## src/rtl/dbg_ctrl_pkg.sv

```systemverilog
// Operation
// - Entering any trap handler clears the global interrupt enable.
// - No hardware nesting; software re-enables interrupts after saving state.
// - Debug entry saves PC to DPC, records cause, fetches at halt address.
// - Enter debug on request, trigger match, or ebreak with EBREAKM set.
// - One trigger, instruction address match only, match enters debug.
// - No illegal instruction for program buffer transfers or PC-dependent code.
// - Instruction in decode when request rises is not executed first; an mret there still has its MIE and MPIE update applied.
// - Has-been-reset, running and halted are mutually exclusive, one high always.
// - Has-been-reset high in reset, drops after fetch enable seen high.
// - Running high in normal execution, halted high in debug mode.
// - Unavailable until leaving reset state, then running or halted only.
// - Request pending at fetch enable goes straight from unavailable to halted.
// - Request while running reaches halted within a few cycles.
// - Ebreak in debug mode jumps to halt address, CSRs unchanged.
// - Debug exception or mret jumps to exception address, status unchanged.
// - DCSR, DPC and two scratch registers; access outside debug is illegal.
// - Trigger DMODE reads one; outside debug trigger writes ignored, reads work.
// - Ebreak outside debug, EBREAKM clear, traps to mtvec updating MEPC, MCAUSE.
// - Ebreak outside debug, EBREAKM set, enters debug updating DPC and DCSR.
// - EBREAKM resets to zero.
// - Interrupts are ignored in debug mode.
package dbg_ctrl_pkg;
   // Register byte offsets on the APB port.
   localparam logic [7:0] OFS_DCSR     = 8'h00;
   localparam logic [7:0] OFS_DPC      = 8'h04;
   localparam logic [7:0] OFS_DSCR0    = 8'h08;
   localparam logic [7:0] OFS_DSCR1    = 8'h0C;
   localparam logic [7:0] OFS_TSELECT  = 8'h10;
   localparam logic [7:0] OFS_TDATA1   = 8'h14;
   localparam logic [7:0] OFS_TDATA2   = 8'h18;
   localparam logic [7:0] OFS_TINFO    = 8'h1C;
   localparam logic [7:0] OFS_MSTATUS  = 8'h20;
   localparam logic [7:0] OFS_MEPC     = 8'h24;
   localparam logic [7:0] OFS_MCAUSE   = 8'h28;
   localparam logic [7:0] OFS_MTVEC    = 8'h2C;
   localparam logic [7:0] OFS_MIE      = 8'h30;
   localparam logic [7:0] OFS_DSTATE   = 8'h34;
   // Field positions.
   localparam int DCSR_EBREAKM_POS = 15;
   localparam int DCSR_CAUSE_LSB   = 6;
   localparam int MST_MIE_POS      = 3;
   localparam int MST_MPIE_POS     = 7;
   localparam int TD1_EXEC_POS     = 2;
   localparam int TD1_DMODE_POS    = 27;
   // Constant read fields.
   localparam logic [31:0] DCSR_CONST   = 32'h4000_0003;
   localparam logic [31:0] TD1_CONST    = 32'h2000_0040;
   localparam logic [31:0] TINFO_VALUE  = 32'h0000_0004;
   // Reset values.
   localparam logic        EBREAKM_RST  = 1'b0;
   localparam logic [31:0] MTVEC_RST    = 32'h0000_0000;
   // Debug entry causes and exception codes.
   localparam logic [2:0]  CAUSE_EBREAK  = 3'h1;
   localparam logic [2:0]  CAUSE_TRIGGER = 3'h2;
   localparam logic [2:0]  CAUSE_HALTREQ = 3'h3;
   localparam logic [31:0] EXC_BREAK     = 32'h0000_0003;
   // Debug states.
   typedef enum logic [1:0] {ST_RESET, ST_RUN, ST_HALT} dbg_state_t;
endpackage : dbg_ctrl_pkg

```

## src/rtl/core_debug_mode_control.sv

```systemverilog
`timescale 1ns/10ps
module core_debug_mode_control (
   input  wire logic        sys_clk_i,
   input  wire logic        rstn_i,
   input  wire logic        fetch_enable_i,
   input  wire logic        debug_req_i,
   input  wire logic [31:0] halt_entry_address_in,
   input  wire logic [31:0] halt_exception_address_in,
   input  wire logic        dec_valid_i,
   input  wire logic [31:0] dec_pc_i,
   input  wire logic        dec_ebreak_i,
   input  wire logic        dec_mret_i,
   input  wire logic        dec_dret_i,
   input  wire logic        dec_exc_i,
   input  wire logic [4:0]  dec_exc_code_i,
   input  wire logic [31:0] irq_i,
   input  wire logic        psel,
   input  wire logic        penable,
   input  wire logic        pwrite,
   input  wire logic [7:0]  paddr,
   input  wire logic [31:0] pwdata,
   output logic [31:0]      prdata,
   output logic             pready,
   output logic             pslverr,
   output logic             debug_havereset_o,
   output logic             debug_running_o,
   output logic             debug_halted_o,
   output logic             redirect_o,
   output logic [31:0]      redirect_pc_o,
   output logic             kill_decode_o,
   output logic             irq_ack_o,
   output logic [4:0]       irq_id_o
);

   dbg_ctrl_pkg::dbg_state_t state_q;
   logic        pend_q;
   logic        ebreakm_q;
   logic [2:0]  cause_q;
   logic [31:0] dpc_q;
   logic [31:0] dscr0_q;
   logic [31:0] dscr1_q;
   logic        trig_en_q;
   logic [31:0] tdata2_q;
   logic        mie_q;
   logic        mpie_q;
   logic [31:0] mepc_q;
   logic [31:0] mcause_q;
   logic [31:0] mtvec_q;
   logic [31:0] mien_q;
   logic        in_dbg;
   logic        trig_hit;
   logic        dbg_entry;
   logic        exc_take;
   logic        irq_take;
   logic [31:0] irq_act;
   logic [4:0]  irq_sel;
   logic        irq_any;
   logic        apb_wr;
   logic        dbg_reg;
   logic        trg_reg;
   logic        mapped;
   logic [2:0]  entry_cause;

   ////////////////////////////////////////////////////////////////////////////
   // Event decode.

   // Debug mode is exactly the halted state, so the flag cannot disagree with the status.
   assign in_dbg   = (state_q == dbg_ctrl_pkg::ST_HALT);
   // Address match on the instruction in decode; only one trigger exists.
   assign trig_hit = trig_en_q && dec_valid_i && (dec_pc_i == tdata2_q);
   // Any of three sources halts the running core.
   assign dbg_entry = (state_q == dbg_ctrl_pkg::ST_RUN) &&
                      (debug_req_i || trig_hit ||
                       (dec_valid_i && dec_ebreak_i && ebreakm_q));
   // Ebreak without EBREAKM is an ordinary breakpoint trap.
   assign exc_take = (state_q == dbg_ctrl_pkg::ST_RUN) && !dbg_entry && dec_valid_i &&
                     (dec_exc_i || (dec_ebreak_i && !ebreakm_q));
   // Interrupts are masked outright while halted.
   assign irq_act  = irq_i & mien_q;
   assign irq_take = (state_q == dbg_ctrl_pkg::ST_RUN) && !dbg_entry && !exc_take &&
                     mie_q && irq_any;

   // Trigger has top priority, then ebreak, then the external request.
   always_comb begin
      if (trig_hit) begin
         entry_cause = dbg_ctrl_pkg::CAUSE_TRIGGER;
      end else if (dec_valid_i && dec_ebreak_i && ebreakm_q) begin
         entry_cause = dbg_ctrl_pkg::CAUSE_EBREAK;
      end else begin
         entry_cause = dbg_ctrl_pkg::CAUSE_HALTREQ;
      end
   end

   // Highest pending ID wins; the scan runs upward so later hits override.
   always_comb begin
      irq_sel = 5'h00;
      irq_any = 1'b0;
      for (int i = 0; i < 32; i++) begin
         if (irq_act[i]) begin
            irq_sel = 5'(i);
            irq_any = 1'b1;
         end
      end
   end

   ////////////////////////////////////////////////////////////////////////////
   // Debug state machine and status pins.

   // Reset holds the unavailable state until fetch enable is seen high.
   always_ff @(posedge sys_clk_i) begin
      if (!rstn_i) begin
         state_q <= dbg_ctrl_pkg::ST_RESET;
      end else begin
         case (state_q)
            dbg_ctrl_pkg::ST_RESET: begin
               if (fetch_enable_i) begin
                  // A request seen before fetch enable skips running.
                  state_q <= (pend_q || debug_req_i) ? dbg_ctrl_pkg::ST_HALT
                                                     : dbg_ctrl_pkg::ST_RUN;
               end
            end
            dbg_ctrl_pkg::ST_RUN: begin
               if (dbg_entry) begin
                  state_q <= dbg_ctrl_pkg::ST_HALT;
               end
            end
            dbg_ctrl_pkg::ST_HALT: begin
               if (dec_valid_i && dec_dret_i) begin
                  state_q <= dbg_ctrl_pkg::ST_RUN;
               end
            end
            default: state_q <= dbg_ctrl_pkg::ST_RESET;
         endcase
      end
   end

   // Remembers a request seen while still unavailable; relies on a clean synchronous level.
   always_ff @(posedge sys_clk_i) begin
      if (!rstn_i) begin
         pend_q <= 1'b0;
      end else if (state_q == dbg_ctrl_pkg::ST_RESET) begin
         pend_q <= pend_q || debug_req_i;
      end else begin
         pend_q <= 1'b0;
      end
   end

   // Status pins are one-hot copies of the next state, so they change with it.
   always_ff @(posedge sys_clk_i) begin
      if (!rstn_i) begin
         debug_havereset_o <= 1'b1;
         debug_running_o   <= 1'b0;
         debug_halted_o    <= 1'b0;
      end else begin
         case (state_q)
            dbg_ctrl_pkg::ST_RESET: begin
               debug_havereset_o <= !fetch_enable_i;
               debug_running_o   <= fetch_enable_i && !(pend_q || debug_req_i);
               debug_halted_o    <= fetch_enable_i && (pend_q || debug_req_i);
            end
            dbg_ctrl_pkg::ST_RUN: begin
               debug_havereset_o <= 1'b0;
               debug_running_o   <= !dbg_entry;
               debug_halted_o    <= dbg_entry;
            end
            default: begin
               debug_havereset_o <= 1'b0;
               debug_running_o   <= dec_valid_i && dec_dret_i;
               debug_halted_o    <= !(dec_valid_i && dec_dret_i);
            end
         endcase
      end
   end

   ////////////////////////////////////////////////////////////////////////////
   // Fetch redirection.

   // One-cycle redirect pulse; the decode slot is killed with it, except on a running-mode mret or a dret redirect.
   always_ff @(posedge sys_clk_i) begin
      if (!rstn_i) begin
         redirect_o    <= 1'b0;
         redirect_pc_o <= 32'h0000_0000;
         kill_decode_o <= 1'b0;
      end else begin
         redirect_o    <= 1'b0;
         kill_decode_o <= 1'b0;
         if ((state_q == dbg_ctrl_pkg::ST_RESET) && fetch_enable_i &&
             (pend_q || debug_req_i)) begin
            redirect_o    <= 1'b1;
            kill_decode_o <= 1'b1;
            redirect_pc_o <= halt_entry_address_in;
         end else if (dbg_entry) begin
            redirect_o    <= 1'b1;
            kill_decode_o <= 1'b1;
            redirect_pc_o <= halt_entry_address_in;
         end else if (exc_take) begin
            redirect_o    <= 1'b1;
            kill_decode_o <= 1'b1;
            redirect_pc_o <= {mtvec_q[31:2], 2'b00};
         end else if (irq_take) begin
            redirect_o    <= 1'b1;
            kill_decode_o <= 1'b1;
            redirect_pc_o <= mtvec_q[0] ? ({mtvec_q[31:8], 8'h00} + {25'h0, irq_sel, 2'b00})
                                        : {mtvec_q[31:2], 2'b00};
         end else if ((state_q == dbg_ctrl_pkg::ST_RUN) && dec_valid_i && dec_mret_i) begin
            redirect_o    <= 1'b1;
            redirect_pc_o <= mepc_q;
         end else if (in_dbg && dec_valid_i) begin
            // Supplied addresses are used unmodified; they must be aligned.
            if (dec_dret_i) begin
               redirect_o    <= 1'b1;
               redirect_pc_o <= dpc_q;
            end else if (dec_ebreak_i) begin
               redirect_o    <= 1'b1;
               kill_decode_o <= 1'b1;
               redirect_pc_o <= halt_entry_address_in;
            end else if (dec_exc_i || dec_mret_i) begin
               redirect_o    <= 1'b1;
               kill_decode_o <= 1'b1;
               redirect_pc_o <= halt_exception_address_in;
            end
         end
      end
   end

   // Acknowledge pulse for the interrupt controller.
   always_ff @(posedge sys_clk_i) begin
      if (!rstn_i) begin
         irq_ack_o <= 1'b0;
         irq_id_o  <= 5'h00;
      end else begin
         irq_ack_o <= irq_take;
         if (irq_take) begin
            irq_id_o <= irq_sel;
         end
      end
   end

   ////////////////////////////////////////////////////////////////////////////
   // APB slave; one wait state, write lands on the edge that samples pready.

   assign apb_wr  = psel && penable && pready && pwrite;
   assign dbg_reg = (paddr == dbg_ctrl_pkg::OFS_DCSR) || (paddr == dbg_ctrl_pkg::OFS_DPC) ||
                    (paddr == dbg_ctrl_pkg::OFS_DSCR0) || (paddr == dbg_ctrl_pkg::OFS_DSCR1);
   assign trg_reg = (paddr == dbg_ctrl_pkg::OFS_TSELECT) || (paddr == dbg_ctrl_pkg::OFS_TDATA1) ||
                    (paddr == dbg_ctrl_pkg::OFS_TDATA2) || (paddr == dbg_ctrl_pkg::OFS_TINFO);
   assign mapped  = dbg_reg || trg_reg || (paddr == dbg_ctrl_pkg::OFS_MSTATUS) ||
                    (paddr == dbg_ctrl_pkg::OFS_MEPC) || (paddr == dbg_ctrl_pkg::OFS_MCAUSE) ||
                    (paddr == dbg_ctrl_pkg::OFS_MTVEC) || (paddr == dbg_ctrl_pkg::OFS_MIE) ||
                    (paddr == dbg_ctrl_pkg::OFS_DSTATE);

   // Read data and error are set up in the wait cycle and shown with pready.
   always_ff @(posedge sys_clk_i) begin
      if (!rstn_i) begin
         pready  <= 1'b0;
         pslverr <= 1'b0;
         prdata  <= 32'h0000_0000;
      end else begin
         pready  <= psel && penable && !pready;
         pslverr <= psel && penable && !pready && (!mapped || (dbg_reg && !in_dbg));
         prdata  <= 32'h0000_0000;
         if (psel && penable && !pready && !pwrite && !(dbg_reg && !in_dbg)) begin
            case (paddr)
               dbg_ctrl_pkg::OFS_DCSR:    prdata <= dbg_ctrl_pkg::DCSR_CONST |
                                             (32'(ebreakm_q) << dbg_ctrl_pkg::DCSR_EBREAKM_POS) |
                                             (32'(cause_q) << dbg_ctrl_pkg::DCSR_CAUSE_LSB);
               dbg_ctrl_pkg::OFS_DPC:     prdata <= dpc_q;
               dbg_ctrl_pkg::OFS_DSCR0:   prdata <= dscr0_q;
               dbg_ctrl_pkg::OFS_DSCR1:   prdata <= dscr1_q;
               dbg_ctrl_pkg::OFS_TDATA1:  prdata <= dbg_ctrl_pkg::TD1_CONST |
                                             (32'h1 << dbg_ctrl_pkg::TD1_DMODE_POS) |
                                             (32'(trig_en_q) << dbg_ctrl_pkg::TD1_EXEC_POS);
               dbg_ctrl_pkg::OFS_TDATA2:  prdata <= tdata2_q;
               dbg_ctrl_pkg::OFS_TINFO:   prdata <= dbg_ctrl_pkg::TINFO_VALUE;
               dbg_ctrl_pkg::OFS_MSTATUS: prdata <= (32'(mie_q) << dbg_ctrl_pkg::MST_MIE_POS) |
                                             (32'(mpie_q) << dbg_ctrl_pkg::MST_MPIE_POS);
               dbg_ctrl_pkg::OFS_MEPC:    prdata <= mepc_q;
               dbg_ctrl_pkg::OFS_MCAUSE:  prdata <= mcause_q;
               dbg_ctrl_pkg::OFS_MTVEC:   prdata <= mtvec_q;
               dbg_ctrl_pkg::OFS_MIE:     prdata <= mien_q;
               dbg_ctrl_pkg::OFS_DSTATE:  prdata <= {29'h0, debug_halted_o, debug_running_o,
                                                     debug_havereset_o};
               default:                   prdata <= 32'h0000_0000;
            endcase
         end
      end
   end

   ////////////////////////////////////////////////////////////////////////////
   // Debug registers: only written in debug mode or by debug entry.

   // Entry hardware update wins over software; PC-dependent code is never flagged.
   always_ff @(posedge sys_clk_i) begin
      if (!rstn_i) begin
         ebreakm_q <= dbg_ctrl_pkg::EBREAKM_RST;
         cause_q   <= 3'h0;
         dpc_q     <= 32'h0000_0000;
         dscr0_q   <= 32'h0000_0000;
         dscr1_q   <= 32'h0000_0000;
      end else if (dbg_entry ||
                   ((state_q == dbg_ctrl_pkg::ST_RESET) && fetch_enable_i &&
                    (pend_q || debug_req_i))) begin
         dpc_q   <= dec_pc_i;
         cause_q <= dbg_entry ? entry_cause : dbg_ctrl_pkg::CAUSE_HALTREQ;
      end else if (apb_wr && in_dbg) begin
         case (paddr)
            dbg_ctrl_pkg::OFS_DCSR:  ebreakm_q <= pwdata[dbg_ctrl_pkg::DCSR_EBREAKM_POS];
            dbg_ctrl_pkg::OFS_DPC:   dpc_q     <= pwdata;
            dbg_ctrl_pkg::OFS_DSCR0: dscr0_q   <= pwdata;
            dbg_ctrl_pkg::OFS_DSCR1: dscr1_q   <= pwdata;
            default:                 dpc_q     <= dpc_q;
         endcase
      end
   end

   // Trigger writes are dropped outside debug mode; reads stay open.
   always_ff @(posedge sys_clk_i) begin
      if (!rstn_i) begin
         trig_en_q <= 1'b0;
         tdata2_q  <= 32'h0000_0000;
      end else if (apb_wr && in_dbg) begin
         if (paddr == dbg_ctrl_pkg::OFS_TDATA1) begin
            trig_en_q <= pwdata[dbg_ctrl_pkg::TD1_EXEC_POS];
         end else if (paddr == dbg_ctrl_pkg::OFS_TDATA2) begin
            tdata2_q <= pwdata;
         end
      end
   end

   ////////////////////////////////////////////////////////////////////////////
   // Machine trap registers.

   // Single-level save only: a second trap before software saves would overwrite.
   always_ff @(posedge sys_clk_i) begin
      if (!rstn_i) begin
         mie_q    <= 1'b0;
         mpie_q   <= 1'b0;
         mepc_q   <= 32'h0000_0000;
         mcause_q <= 32'h0000_0000;
         mtvec_q  <= dbg_ctrl_pkg::MTVEC_RST;
         mien_q   <= 32'h0000_0000;
      end else if (exc_take || irq_take) begin
         mpie_q   <= mie_q;
         mie_q    <= 1'b0;
         mepc_q   <= dec_pc_i;
         mcause_q <= irq_take ? {1'b1, 26'h0, irq_sel} :
                     (dec_exc_i ? {27'h0, dec_exc_code_i} : dbg_ctrl_pkg::EXC_BREAK);
      end else if ((state_q == dbg_ctrl_pkg::ST_RUN) && dec_valid_i && dec_mret_i) begin
         mie_q  <= mpie_q;
         mpie_q <= 1'b1;
      end else if (apb_wr) begin
         case (paddr)
            dbg_ctrl_pkg::OFS_MSTATUS: begin
               mie_q  <= pwdata[dbg_ctrl_pkg::MST_MIE_POS];
               mpie_q <= pwdata[dbg_ctrl_pkg::MST_MPIE_POS];
            end
            dbg_ctrl_pkg::OFS_MEPC:   mepc_q   <= pwdata;
            dbg_ctrl_pkg::OFS_MCAUSE: mcause_q <= pwdata;
            dbg_ctrl_pkg::OFS_MTVEC:  mtvec_q  <= pwdata;
            dbg_ctrl_pkg::OFS_MIE:    mien_q   <= pwdata;
            default:                  mepc_q   <= mepc_q;
         endcase
      end
   end

endmodule : core_debug_mode_control

```

## config.mk

```make
export PLATFORM = sky130hd
export DESIGN_NAME = core_debug_mode_control
export DESIGN_NICKNAME = d
export VERILOG_FILES = /design/src/rtl/dbg_ctrl_pkg.sv /design/src/rtl/core_debug_mode_control.sv
export SDC_FILE = /design/constraint.sdc
export NUM_CORES = 1
export LEC_CHECK = 0
export ABC_AREA = 1
export BUFFER_PORTS_ARGS = -buffer_cell sky130_fd_sc_hd__clkbuf_2
export CAP_MARGIN = 25
export CORE_ASPECT_RATIO = 0.8
export CORE_MARGIN = 3
export CORE_UTILIZATION = 35
export DETAILED_ROUTE_END_ITERATION = 6
export PLACE_DENSITY = 0.62
export SLEW_MARGIN = 40
export SYNTH_ARGS = -nofsm -noshare
export SYNTH_HDL_FRONTEND = slang
export SYNTH_SLANG_ARGS = --single-unit
```

## constraint.sdc

```tcl
create_clock -name sys_clk_i -period 2.9 [get_ports sys_clk_i]
set_input_delay 0.58 -clock sys_clk_i [delete_from_list [all_inputs] [get_ports sys_clk_i]]
set_output_delay 0.58 -clock sys_clk_i [all_outputs]
set_load 0.02 [all_outputs]
```

-- Yosys cells after proc, flatten, opt, wreduce, memory -nomap -nowiden
Cells that the tools add are included.
- flip-flop bits (word level): 343
- bits of input ports: 185
- output and inout port bits: 77
- add/sub/neg operators: 1
- equal/unequal tests: 20
- multiplexer cells: 121
- bitwise gates (word level): 8
- reductions and logical operators: 91
- operators with widths (cell ; count):
    32-bit two-way mux ; 22
    32-bit case mux with 13 select lines ; 1
    5-bit two-way mux ; 29
    1-bit two-way mux ; 57
    8-bit by 6-bit equality test with 1-bit output (second input constant) ; 6
    32-bit by 7-bit adder with 32-bit output ; 1
    32-bit AND ; 1
    32-bit equality test ; 1
    8-bit by 5-bit equality test with 1-bit output (second input constant) ; 4
    31-bit by 9-bit OR with 31-bit output ; 1
    1-bit logical AND ; 29
    1-bit logical OR ; 21
    3-bit AND reduction ; 7
    8-bit by 4-bit equality test with 1-bit output (second input constant) ; 2
    2-bit two-way mux ; 7
    2-bit AND reduction ; 7
    2-bit nonzero test ; 7
    1-bit zero test ; 11
    8-bit by 3-bit equality test with 1-bit output (second input constant) ; 1
    8-bit zero test ; 1
    4-bit by 8-bit OR with 8-bit output ; 1
    4-bit AND reduction ; 2
    8-bit nonzero test ; 1
    3-bit two-way mux ; 2
    11 further kinds ; 19

-- Depth between registers and ports, before layout
Gate-level depths: netlist of run 1.
- depth after elaboration: 38
- mapped depth: 34

-- Worst setup path before layout of run 1
No wires, ideal clock.
- path kind: input to register
- from: input port dec_pc_i[25]
- to: register mien_q[12]
- arrival time: 2611 ps
- required time: 2777 ps
- slack: 166 ps
- stages: 15
- buffers on the path: 1
- cell sequence: inv_2 nor2_1 a2111o_1 nor4_1 nand4_1 nor3b_1 nand2_1 inv_2 nand2_2 nand2_2 nor2_4 inv_2 nor3_4 buf_2 a21oi_1
- longest elaborated chain between the ends: 16
- ends and longest elaborated chain (element ; line ; RTL):
    start: declaration ; core_debug_mode_control.sv:10 ; input wire logic [31:0] dec_pc_i,
    32-bit equality test (*) ; core_debug_mode_control.sv:70 ; assign trig_hit = trig_en_q && dec_valid_i && (dec_pc_i == tdata2_q);
    1-bit logical AND (*) ; core_debug_mode_control.sv:70 ;
    1-bit logical OR (*) (2 in a row) ; core_debug_mode_control.sv:73 ; (debug_req_i || trig_hit ||
    1-bit logical AND (*) ; core_debug_mode_control.sv:72 ; assign dbg_entry = (state_q == dbg_ctrl_pkg::ST_RUN) &&
    1-bit zero test (*) ; core_debug_mode_control.sv:76, core_debug_mode_control.sv:80 ;
    1-bit logical AND (*) ; core_debug_mode_control.sv:76, core_debug_mode_control.sv:80 ;
    1-bit logical AND (2 in a row) ; core_debug_mode_control.sv:76 ; assign exc_take = (state_q == dbg_ctrl_pkg::ST_RUN) && !dbg_entry && dec_valid_i &&
    1-bit zero test ; core_debug_mode_control.sv:80 ; assign irq_take = (state_q == dbg_ctrl_pkg::ST_RUN) && !dbg_entry && !exc_take &&
    1-bit logical AND (2 in a row) ; core_debug_mode_control.sv:80 ;
    1-bit logical AND ; core_debug_mode_control.sv:81 ; mie_q && irq_any;
    1-bit logical OR (*) ; core_debug_mode_control.sv:342 ; end else if (exc_take || irq_take) begin
    1-bit inverter (no source line) (*) ; -- ;
    4-bit AND reduction (no source line) (*) ; -- ;
    end signal: assignment ; core_debug_mode_control.sv:360 ; dbg_ctrl_pkg::OFS_MIE: mien_q <= pwdata;
    end: declaration ; core_debug_mode_control.sv:49 ; logic [31:0] mien_q;
Every way passes the cells marked *; elsewhere a longest branch is shown, timed or not.
A chain may end at the register's enable or synchronous reset.

-- Final worst setup path of run 1
- from: register tdata2_q[23]
- to: register redirect_pc_o[13]
- longest elaborated chain between the ends: 17
- elaborated cells on any way between the ends: 20
- those cells by class: eq/ne (1); mux (4); reduce/logical (15)
- ends and longest elaborated chain (element ; line ; RTL):
    start: declaration ; core_debug_mode_control.sv:43 ; logic [31:0] tdata2_q;
    start signal: assignment ; core_debug_mode_control.sv:325 ; tdata2_q <= pwdata;
    32-bit equality test (*) ; core_debug_mode_control.sv:70 ;
    1-bit logical AND (*) ; core_debug_mode_control.sv:70 ;
    1-bit logical OR (*) (2 in a row) ; core_debug_mode_control.sv:73 ;
    1-bit logical AND (*) ; core_debug_mode_control.sv:72 ;
    1-bit zero test ; core_debug_mode_control.sv:76, core_debug_mode_control.sv:80 ;
    1-bit logical AND ; core_debug_mode_control.sv:76, core_debug_mode_control.sv:80 ;
    1-bit logical AND (2 in a row) ; core_debug_mode_control.sv:76 ;
    1-bit zero test ; core_debug_mode_control.sv:80 ;
    1-bit logical AND (2 in a row) ; core_debug_mode_control.sv:80 ;
    1-bit logical AND ; core_debug_mode_control.sv:81 ;
    32-bit two-way mux ; core_debug_mode_control.sv:200 ; end else if (irq_take) begin
    32-bit two-way mux ; core_debug_mode_control.sv:196 ; end else if (exc_take) begin
    32-bit two-way mux ; core_debug_mode_control.sv:192 ; end else if (dbg_entry) begin
    32-bit two-way mux ; core_debug_mode_control.sv:187 ; if ((state_q == dbg_ctrl_pkg::ST_RESET) && fetch_enable_i &&
    end signal: assignment ; core_debug_mode_control.sv:191 ; redirect_pc_o <= halt_entry_address_in;
    end signal: assignment ; core_debug_mode_control.sv:195 ; redirect_pc_o <= halt_entry_address_in;
    end signal: assignment ; core_debug_mode_control.sv:199 ; redirect_pc_o <= {mtvec_q[31:2], 2'b00};
    end: declaration ; core_debug_mode_control.sv:29 ; output logic [31:0] redirect_pc_o,
Marks and branches as above.

==> results of run 1 <==
==> worst register-to-register path, delay by kind of cell, from the launching register on <==
family	cells	cell delay [ns]
and+or+nand+nor	9	1.39
buffers and inverters	6	0.92
AOI/OAI and AO/OA	2	0.26
DFF	1	0.36
xor gates and xnor gates	1	0.17
==> kinds of logic (layout without fill, tap and decap cells) <==
logic type	count (synthesis)	after routing
DFF	342	342
other	0	1
and+or+nand+nor	633	633
buffers and inverters	385	841
AOI/OAI and AO/OA	818	818
xor gates and xnor gates	13	13
==> worst max-delay path by stage <==
stage | depth (start not counted) | end | from | slack, ns
2_1_floorplan | 15 | mien_q[12] | dec_pc_i[25] | 0.17
3_3_place_gp | 19 | redirect_pc_o[2] | dec_pc_i[23] | -0.54
3_5_place_dp | 19 | redirect_pc_o[2] | dec_pc_i[23] | -0.60
4_1_cts | 20 | mien_q[20] | tdata2_q[23] | -0.14
5_1_grt | 18 | redirect_pc_o[13] | tdata2_q[23] | -0.39
6_report | 18 | redirect_pc_o[13] | tdata2_q[23] | -0.28
==> registers in the layout, summed over array words and instances, names as in the netlist, 2 cells and up <==
register	count
mien_q	32
tdata2_q	32
dscr1_q	32
mcause_q	32
cause_q	2
dpc_q	32
irq_id_o	5
mepc_q	32
dscr0_q	32
redirect_pc_o	32
state_q	2
mtvec_q	32
prdata	32
==> metal layers <==
metal | GRT usage [%] | vias to the layer above | share of wire, %
met1 | 43.65 | 9165 | 39
met5 | 0 | - | 0
met2 | 49.46 | 1380 | 42
li1 | - | 8478 | -
met3 | 5.452 | 300 | 12
met4 | 18.56 | 0 | 7.1
==> layout make-up <==
cell class                 count  area, µm²
tap                          595      744.5
timing repair buffer         547       4498
inverter                     232      914.6
sequential                   342       6858
antenna                        1      2.502
clock inverter                 3      43.79
clock buffer                  59       1121
fill                        4141      21070
multi-input combinational   1464       8566
==> what timing repair did <==
action	in CTS	in global routing
pin swaps	10	34
gates resized for setup	115	298
cloned	13	19
setup buffers	31	18
setup endpoints to repair	167	200
==> power breakdown <==
part | switching, W | internal, W
clock | 0.00206 | 0.00273
combinational | 0.00140 | 0.000936
sequential | 0.000196 | 0.00489
==> stage by stage <==
stage | hold slack (ns) | setup TNS, ns | instance area (µm²) | total power (W)
floorplan | 0.4246 | 0 | 15790 | 0.005990
global placement | 0.4353 | -75.90 | 19170 | 0.006847
detailed placement | 0.4517 | -93.87 | 19170 | 0.006856
CTS | 0.2860 | -5.343 | 21270 | 0.01191
global route | 0.3137 | -44.20 | 22750 | 0.01251
finish | 0.3011 | -24.68 | 22750 | 0.01221
==> cell usage after synthesis (all sizes together), types with 36 or more instances <==
| library cell | n |
|---|---|
| nand2 | 372 |
| dfxtp | 342 |
| a21oi | 286 |
| o21ai | 280 |
| inv | 231 |
| nor2 | 146 |
| clkbuf | 128 |
| o22ai | 74 |
| nand3 | 61 |
| a221oi | 53 |
| nor3 | 36 |
==> layout by cell type, fill, tap and decap left out, types with 24 or more instances in the layout <==
cell type / instances
nand3_1: 57
buf_12: 33
dfxtp_1: 337
inv_1: 218
o21ai_0: 161
o21ai_1: 73
o211ai_1: 24
nor2_1: 122
buf_4: 200
nor3_1: 26
o21ai_2: 39
nand2_1: 354
clkbuf_2: 260
a21oi_2: 54
a221oi_1: 53
o22ai_1: 55
a21oi_1: 232
clkbuf_16: 53
==> run metrics, run 1 <==
Worst setup EP type=flip-flop; Total GRT Usage=32.49%; Yosys cell types=48; die height=196.0 µm; CP Cell Sequence=xor2_4 > nor4_4 > nand2_1 > nor4_4 > nand4_1 > buf_6 > nor3b_4 > nand2_2 > inv_4 > nand2_4 > nand2_8 > buf_4 > buf_12 > nor2_4 > buf_6 > a22oi_1 > buf_4 > a31oi_4; placed cells=3110; Post-Synth Adder-Cell Area=0%; reg-to-reg endpoint=redirect_pc_o[13]; dominant cell type by area after synthesis=dfxtp_1; vias per cell=5.958; Clock Sink Count=342; antenna-violating nets left=0; Most used DFF post-synth=dfxtp_1; Post-synth EDFFs=0; nets=2809; asr flop ratio synth=0%; final cycle utilization of the critical path=109.7%; first-pass GRT wire length=116.7 mm; worst hold path class=in2reg; WL/cell=26.62 µm; H-tree depth=2; Post-Route WL=86.33 mm; initial core utilization=36.03%; setup slack at placement=-0.6016 ns; Buf+Inv Stages, Crit Path=6; Cell Rows=68; die area=47710 µm²; total core area=43820 µm²; Clock Latency Late Sink=0.56 ns; clock slew at reported path FFs=0.06 ns; vias in the first global route=18.03k; fin cells=3243; Synth Cell Area=15790 µm²; XOR/XNOR share of the synthesized area=0.7212%; leakage power=9.623 nW; power density cells=536.7 nW/µm²; max-cap violations=0; Crit path required time=3.38 ns; Worst VDD drop=390.7 µV; delay-heaviest family, CP=simple AND/OR/NAND/NOR gates; r2r worst-path depth=18; Least-Margin Pin Slew=0.9902 ns; outcome=complete, but fails checks; Clock Skews=0.02419 ns; gr ovfl total=0; largest family of logic cells by synthesized area=compound AO/OA/AOI/OAI gates; mux cell area share after synthesis=0%; initial antenna violation count=1; Worst Hold Launch=halt_entry_address_in[5]; Syn. warnings=0; detailed-route DRC error count=0; Placer Congestion=0.9911; Initial DRT Pass Iterations=6; worst r2r src=tdata2_q[23]; CTS Buffer Depth=3; relative slew slack=33.99%; FF-to-FF setup slack=-0.28 ns; critical path's slowest cell=dfxtp_4; final core occ=51.92%; WS Path Type=reg2reg; CTS Buf Count=37; crit-path max FO=6; largest net degree at the start of global routing=135; Seq/Total Area, Yosys=43.37%; RSZ-0062 raised after global routing=yes; top-area cell type share of the netlist area=43.37%; Final setup viols=161; final hold violations=0; #FFs+latches synth=342; CTS Hold Bufs=0; failing checks=negative setup slack; Synth area leaders=dfxtp_1 (43%), a21oi_1 (9.1%), nand2_1 (8.8%); worst stage delay on the critical path=0.36 ns; Mapped Cells=2191; Slew Viols, Final=0; complex-gate fraction of the synthesized area=30.08%; fin worst setup slack=-0.2806 ns; CP startpoint kind=flip-flop; Hold Crit Depth=3; Peak Freq=314.4 MHz; Hold EP=redirect_pc_o[5]; Ports=262; Post-Synth Simple-Gate Area=16.40%; crit path DAT=3.66 ns; Port-buffer cells=261; P&R area growth vs syn=44.09%; dpl hpwl=55.73 mm; post-layout min period=3.181 ns; Root Driver=clkbuf_16; CTS tree=done; Initial DRC Count=2627; share of layout cells above drive strength 1=31.09%; syn nets=2376; Die W=243.5 µm; routed vias=19.32k; Post-Synthesis Mean Instance Area=7.206 µm²
No activity file was read; power rests on OpenSTA's default activity.
==> run 2: changes to the inputs <==
--- a/config.mk
+++ b/config.mk
@@ -9,7 +9,7 @@
 export BUFFER_PORTS_ARGS = -buffer_cell sky130_fd_sc_hd__clkbuf_2
 export CAP_MARGIN = 25
 export CORE_ASPECT_RATIO = 0.8
-export CORE_MARGIN = 3
+export CORE_MARGIN = 8
 export CORE_UTILIZATION = 35
 export DETAILED_ROUTE_END_ITERATION = 6
 export PLACE_DENSITY = 0.62
==> run 2 against run 1 <==
Against the previous run:
- the run still ends with negative setup slack left
- clock-buffer cell count decreased by 9
- via count decreased by 3.1%
- non-clock buffer count decreased by 41
- worst setup slack got worse by 0.13 ns
- worst hold slack improved by 0.0017 ns
- first-iteration DRC count decreased by 4.6%
- sequential power about the same
- clock power decreased by 2%
==> run metrics, run 2 (synthesis gave the netlist of run 1 again) <==
outcome=complete, but fails checks; failing checks=negative setup slack; crit-path max FO=7 (+1); WS Path Type=reg2reg; Initial DRC Count=2507 (-4.6%); Most Crowded Layer GR=met2; Stages on worst setup path=19 (+1); leakage power=9.262 nW (-3.8%); Root Driver=clkbuf_16; Final setup viols=198 (+23%); critical path's slowest cell=dfxtp_4; CP startpoint kind=flip-flop; H-tree depth=2 (unchanged); Slew Viols, Final=0 (unchanged); RSZ-0062 raised after global routing=yes; CTS Hold Bufs=0 (unchanged); first-pass GRT wire length=114.5 mm (-1.9%); Int Power=0.008363 W (-2.2%); logic gate share of total power=17.6% (-1.6 points); most frequent cells in the layout=nand2_1 (354), dfxtp_1 (336), clkbuf_2 (260), a21oi_1 (237), inv_1 (218); clock slew at reported path FFs=0.06 ns (about the same); relative slew slack=47.74% (+14 points); fin worst setup slack=-0.4111 ns (-0.1306 ns); Post-Route WL=81.38 mm (-5.7%); antenna-violating nets left=0 (unchanged); routed vias=18.73k (-3.1%); vias in the first global route=17.78k (-1.4%); Placer Congestion=1.023 (+3.2%); Die W=253.5 µm (+4.1%); Worst setup EP type=flip-flop; post-layout min period=3.311 ns (+0.1306 ns); Setup TNS=-36.80 ns (-12.13 ns); fill cell count=4394 (+6.1%); power density cells=546.0 nW/µm² (+1.7%); Least-Margin Pin Slew=0.7828 ns (-0.2074 ns); nets=2769 (-1.4%); share of layout cells above drive strength 1=28.51% (-2.6 points); grt met1 use=38.00% (-5.7 points); WL/cell=25.36 µm (-4.7%); Flop pwr share=42.8% (+1.2 points); Clock Latency Late Sink=0.55 ns (about the same); Power, Total=0.01187 W (-2.8%); P&R area growth vs syn=37.72%; crit path DAT=3.78 ns (+0.12 ns); Clock Sink Count=342 (unchanged); initial core utilization=35.51% (-0.52 points); Port-buffer cells=261 (unchanged); detailed-route DRC error count=0 (unchanged); final hold violations=0 (unchanged); switching part of the total=29.55% (-0.42 points); Clock power frac=39.5% (+0.3 points); dpl hpwl=56.05 mm (+0.57%); Buf+Inv Stages, Crit Path=5 (-1); initial antenna violation count=0 (-1); worst hold path class=in2reg; CP Cell Sequence=inv_2 > nand2_2 > nand4_1 > nor4_1 > nand2_1 > nor4_2 > nand4_1 > buf_4 > nor3b_4 > nand2_2 > inv_4 > nand2_4 > nand2_4 > buf_12 > nor2_4 > clkinvlp_4 > o21ai_2 > o22ai_2 > a21oi_2; Cell Rows=69 (+1.5%); r2r worst-path depth=19 (+1); Worst VDD drop=415.4 µV (+6.3%); CTS tree=done; post-route cell area=21740 µm² (-4.4%); max-cap violations=0 (unchanged); Initial DRT Pass Iterations=6 (unchanged); Total GRT Usage=28.97% (-3.5 points); final cycle utilization of the critical path=114.2% (+4.5 points); die area=52200 µm² (+9.4%); CTS Buffer Depth=3 (unchanged); Hold WS=0.3027 ns (+0.001655 ns); CTS Buf Count=37 (unchanged); Clock Skews=0.02528 ns (+0.001081 ns); Placed Area=19030 µm² (-0.74%); largest net degree at the start of global routing=234 (+73%); gr ovfl total=0 (unchanged); GRT met2 Usage=45.03% (-4.4 points); Hold Crit Depth=3 (unchanged); NetSw=0.003507 W (-4.1%); total core area=44460 µm² (+1.5%); most common cell after layout, fill and taps aside=nand2_1; Crit path required time=3.37 ns (about the same); worst stage delay on the critical path=0.37 ns (about the same); delay-heaviest family, CP=simple AND/OR/NAND/NOR gates; die height=206.0 µm (+5.1%); diodes inserted=0 (-1); vias per cell=5.837 (-2.0%); Ports=262 (unchanged); met3 usage=5.190% (-0.26 points); Peak Freq=302.0 MHz (-3.9%)
[run 2: cell type report]
| type | instances | area, µm² | area share (%) |
|---|---|---|---|
| flip-flops and latches | 342 | 6857 | 31.54 |
| multi-input cells | 1464 | 8210 | 37.76 |
| repair inverters | 1 | 7.507 | 0.03453 |
| clock inverters | 11 | 91.34 | 0.4201 |
| clock buffers | 50 | 1066 | 4.903 |
| inverters | 232 | 890.9 | 4.097 |
| repair buffers | 506 | 3865 | 17.78 |
| well taps | 603 | 754.5 | 3.470 |
[run 2: worst paths after layout]
path,startpoint,to,slack (ns)
hold reg to reg,mtvec_q[1],mtvec_q[1],0.46
setup / recovery,tdata2_q[20],redirect_pc_o[10],-0.41
setup reg to reg,tdata2_q[20],redirect_pc_o[10],-0.41
hold / removal,pwdata[8],mcause_q[8],0.30
[run 2: tightest hold or removal path, cell delays in order]
cell and delay (ns):
clkbuf_2 0.10, nand3_1 0.08, a21oi_1 0.05
[run 2: routing by layer]
| metal | vias to the layer above | share of wire, % |
|---|---|---|
| met5 | - | 0.021 |
| met4 | 2 | 5.6 |
| met3 | 219 | 10 |
| met2 | 1199 | 44 |
| met1 | 8930 | 40 |
| li1 | 8380 | - |
[run 2: power groups by stage]
stage | clock network [W] | registers (W) | logic (W)
CTS | 0.00472 | 0.00506 | 0.00181
finish | 0.00469 | 0.00508 | 0.00209
global route | 0.00493 | 0.00509 | 0.00221
global placement | 0 | 0.00516 | 0.00171
detailed placement | 0 | 0.00516 | 0.00173
floorplan | 0 | 0.00522 | 0.000768
[run 2: timing repair]
| action | CTS | global route |
|---|---|---|
| endpoints found under the hold margin | 0 | 0 |
| cloned | 5 | 9 |
| gates resized for setup | 73 | 207 |
| buffers inserted | 25 | 11 |
| pin swaps | 7 | 50 |
| setup endpoints to repair | 162 | 193 |
[run 2: metrics by stage]
stage	instances	setup slack (ns)	util, %
floorplan	2191	0.1660	-
global placement	3100	-0.5393	42.80
detailed placement	3100	-0.6929	42.80
CTS	3191	-0.1520	46.71
global route	3209	-0.4806	48.90
finish	3209	-0.4111	48.90
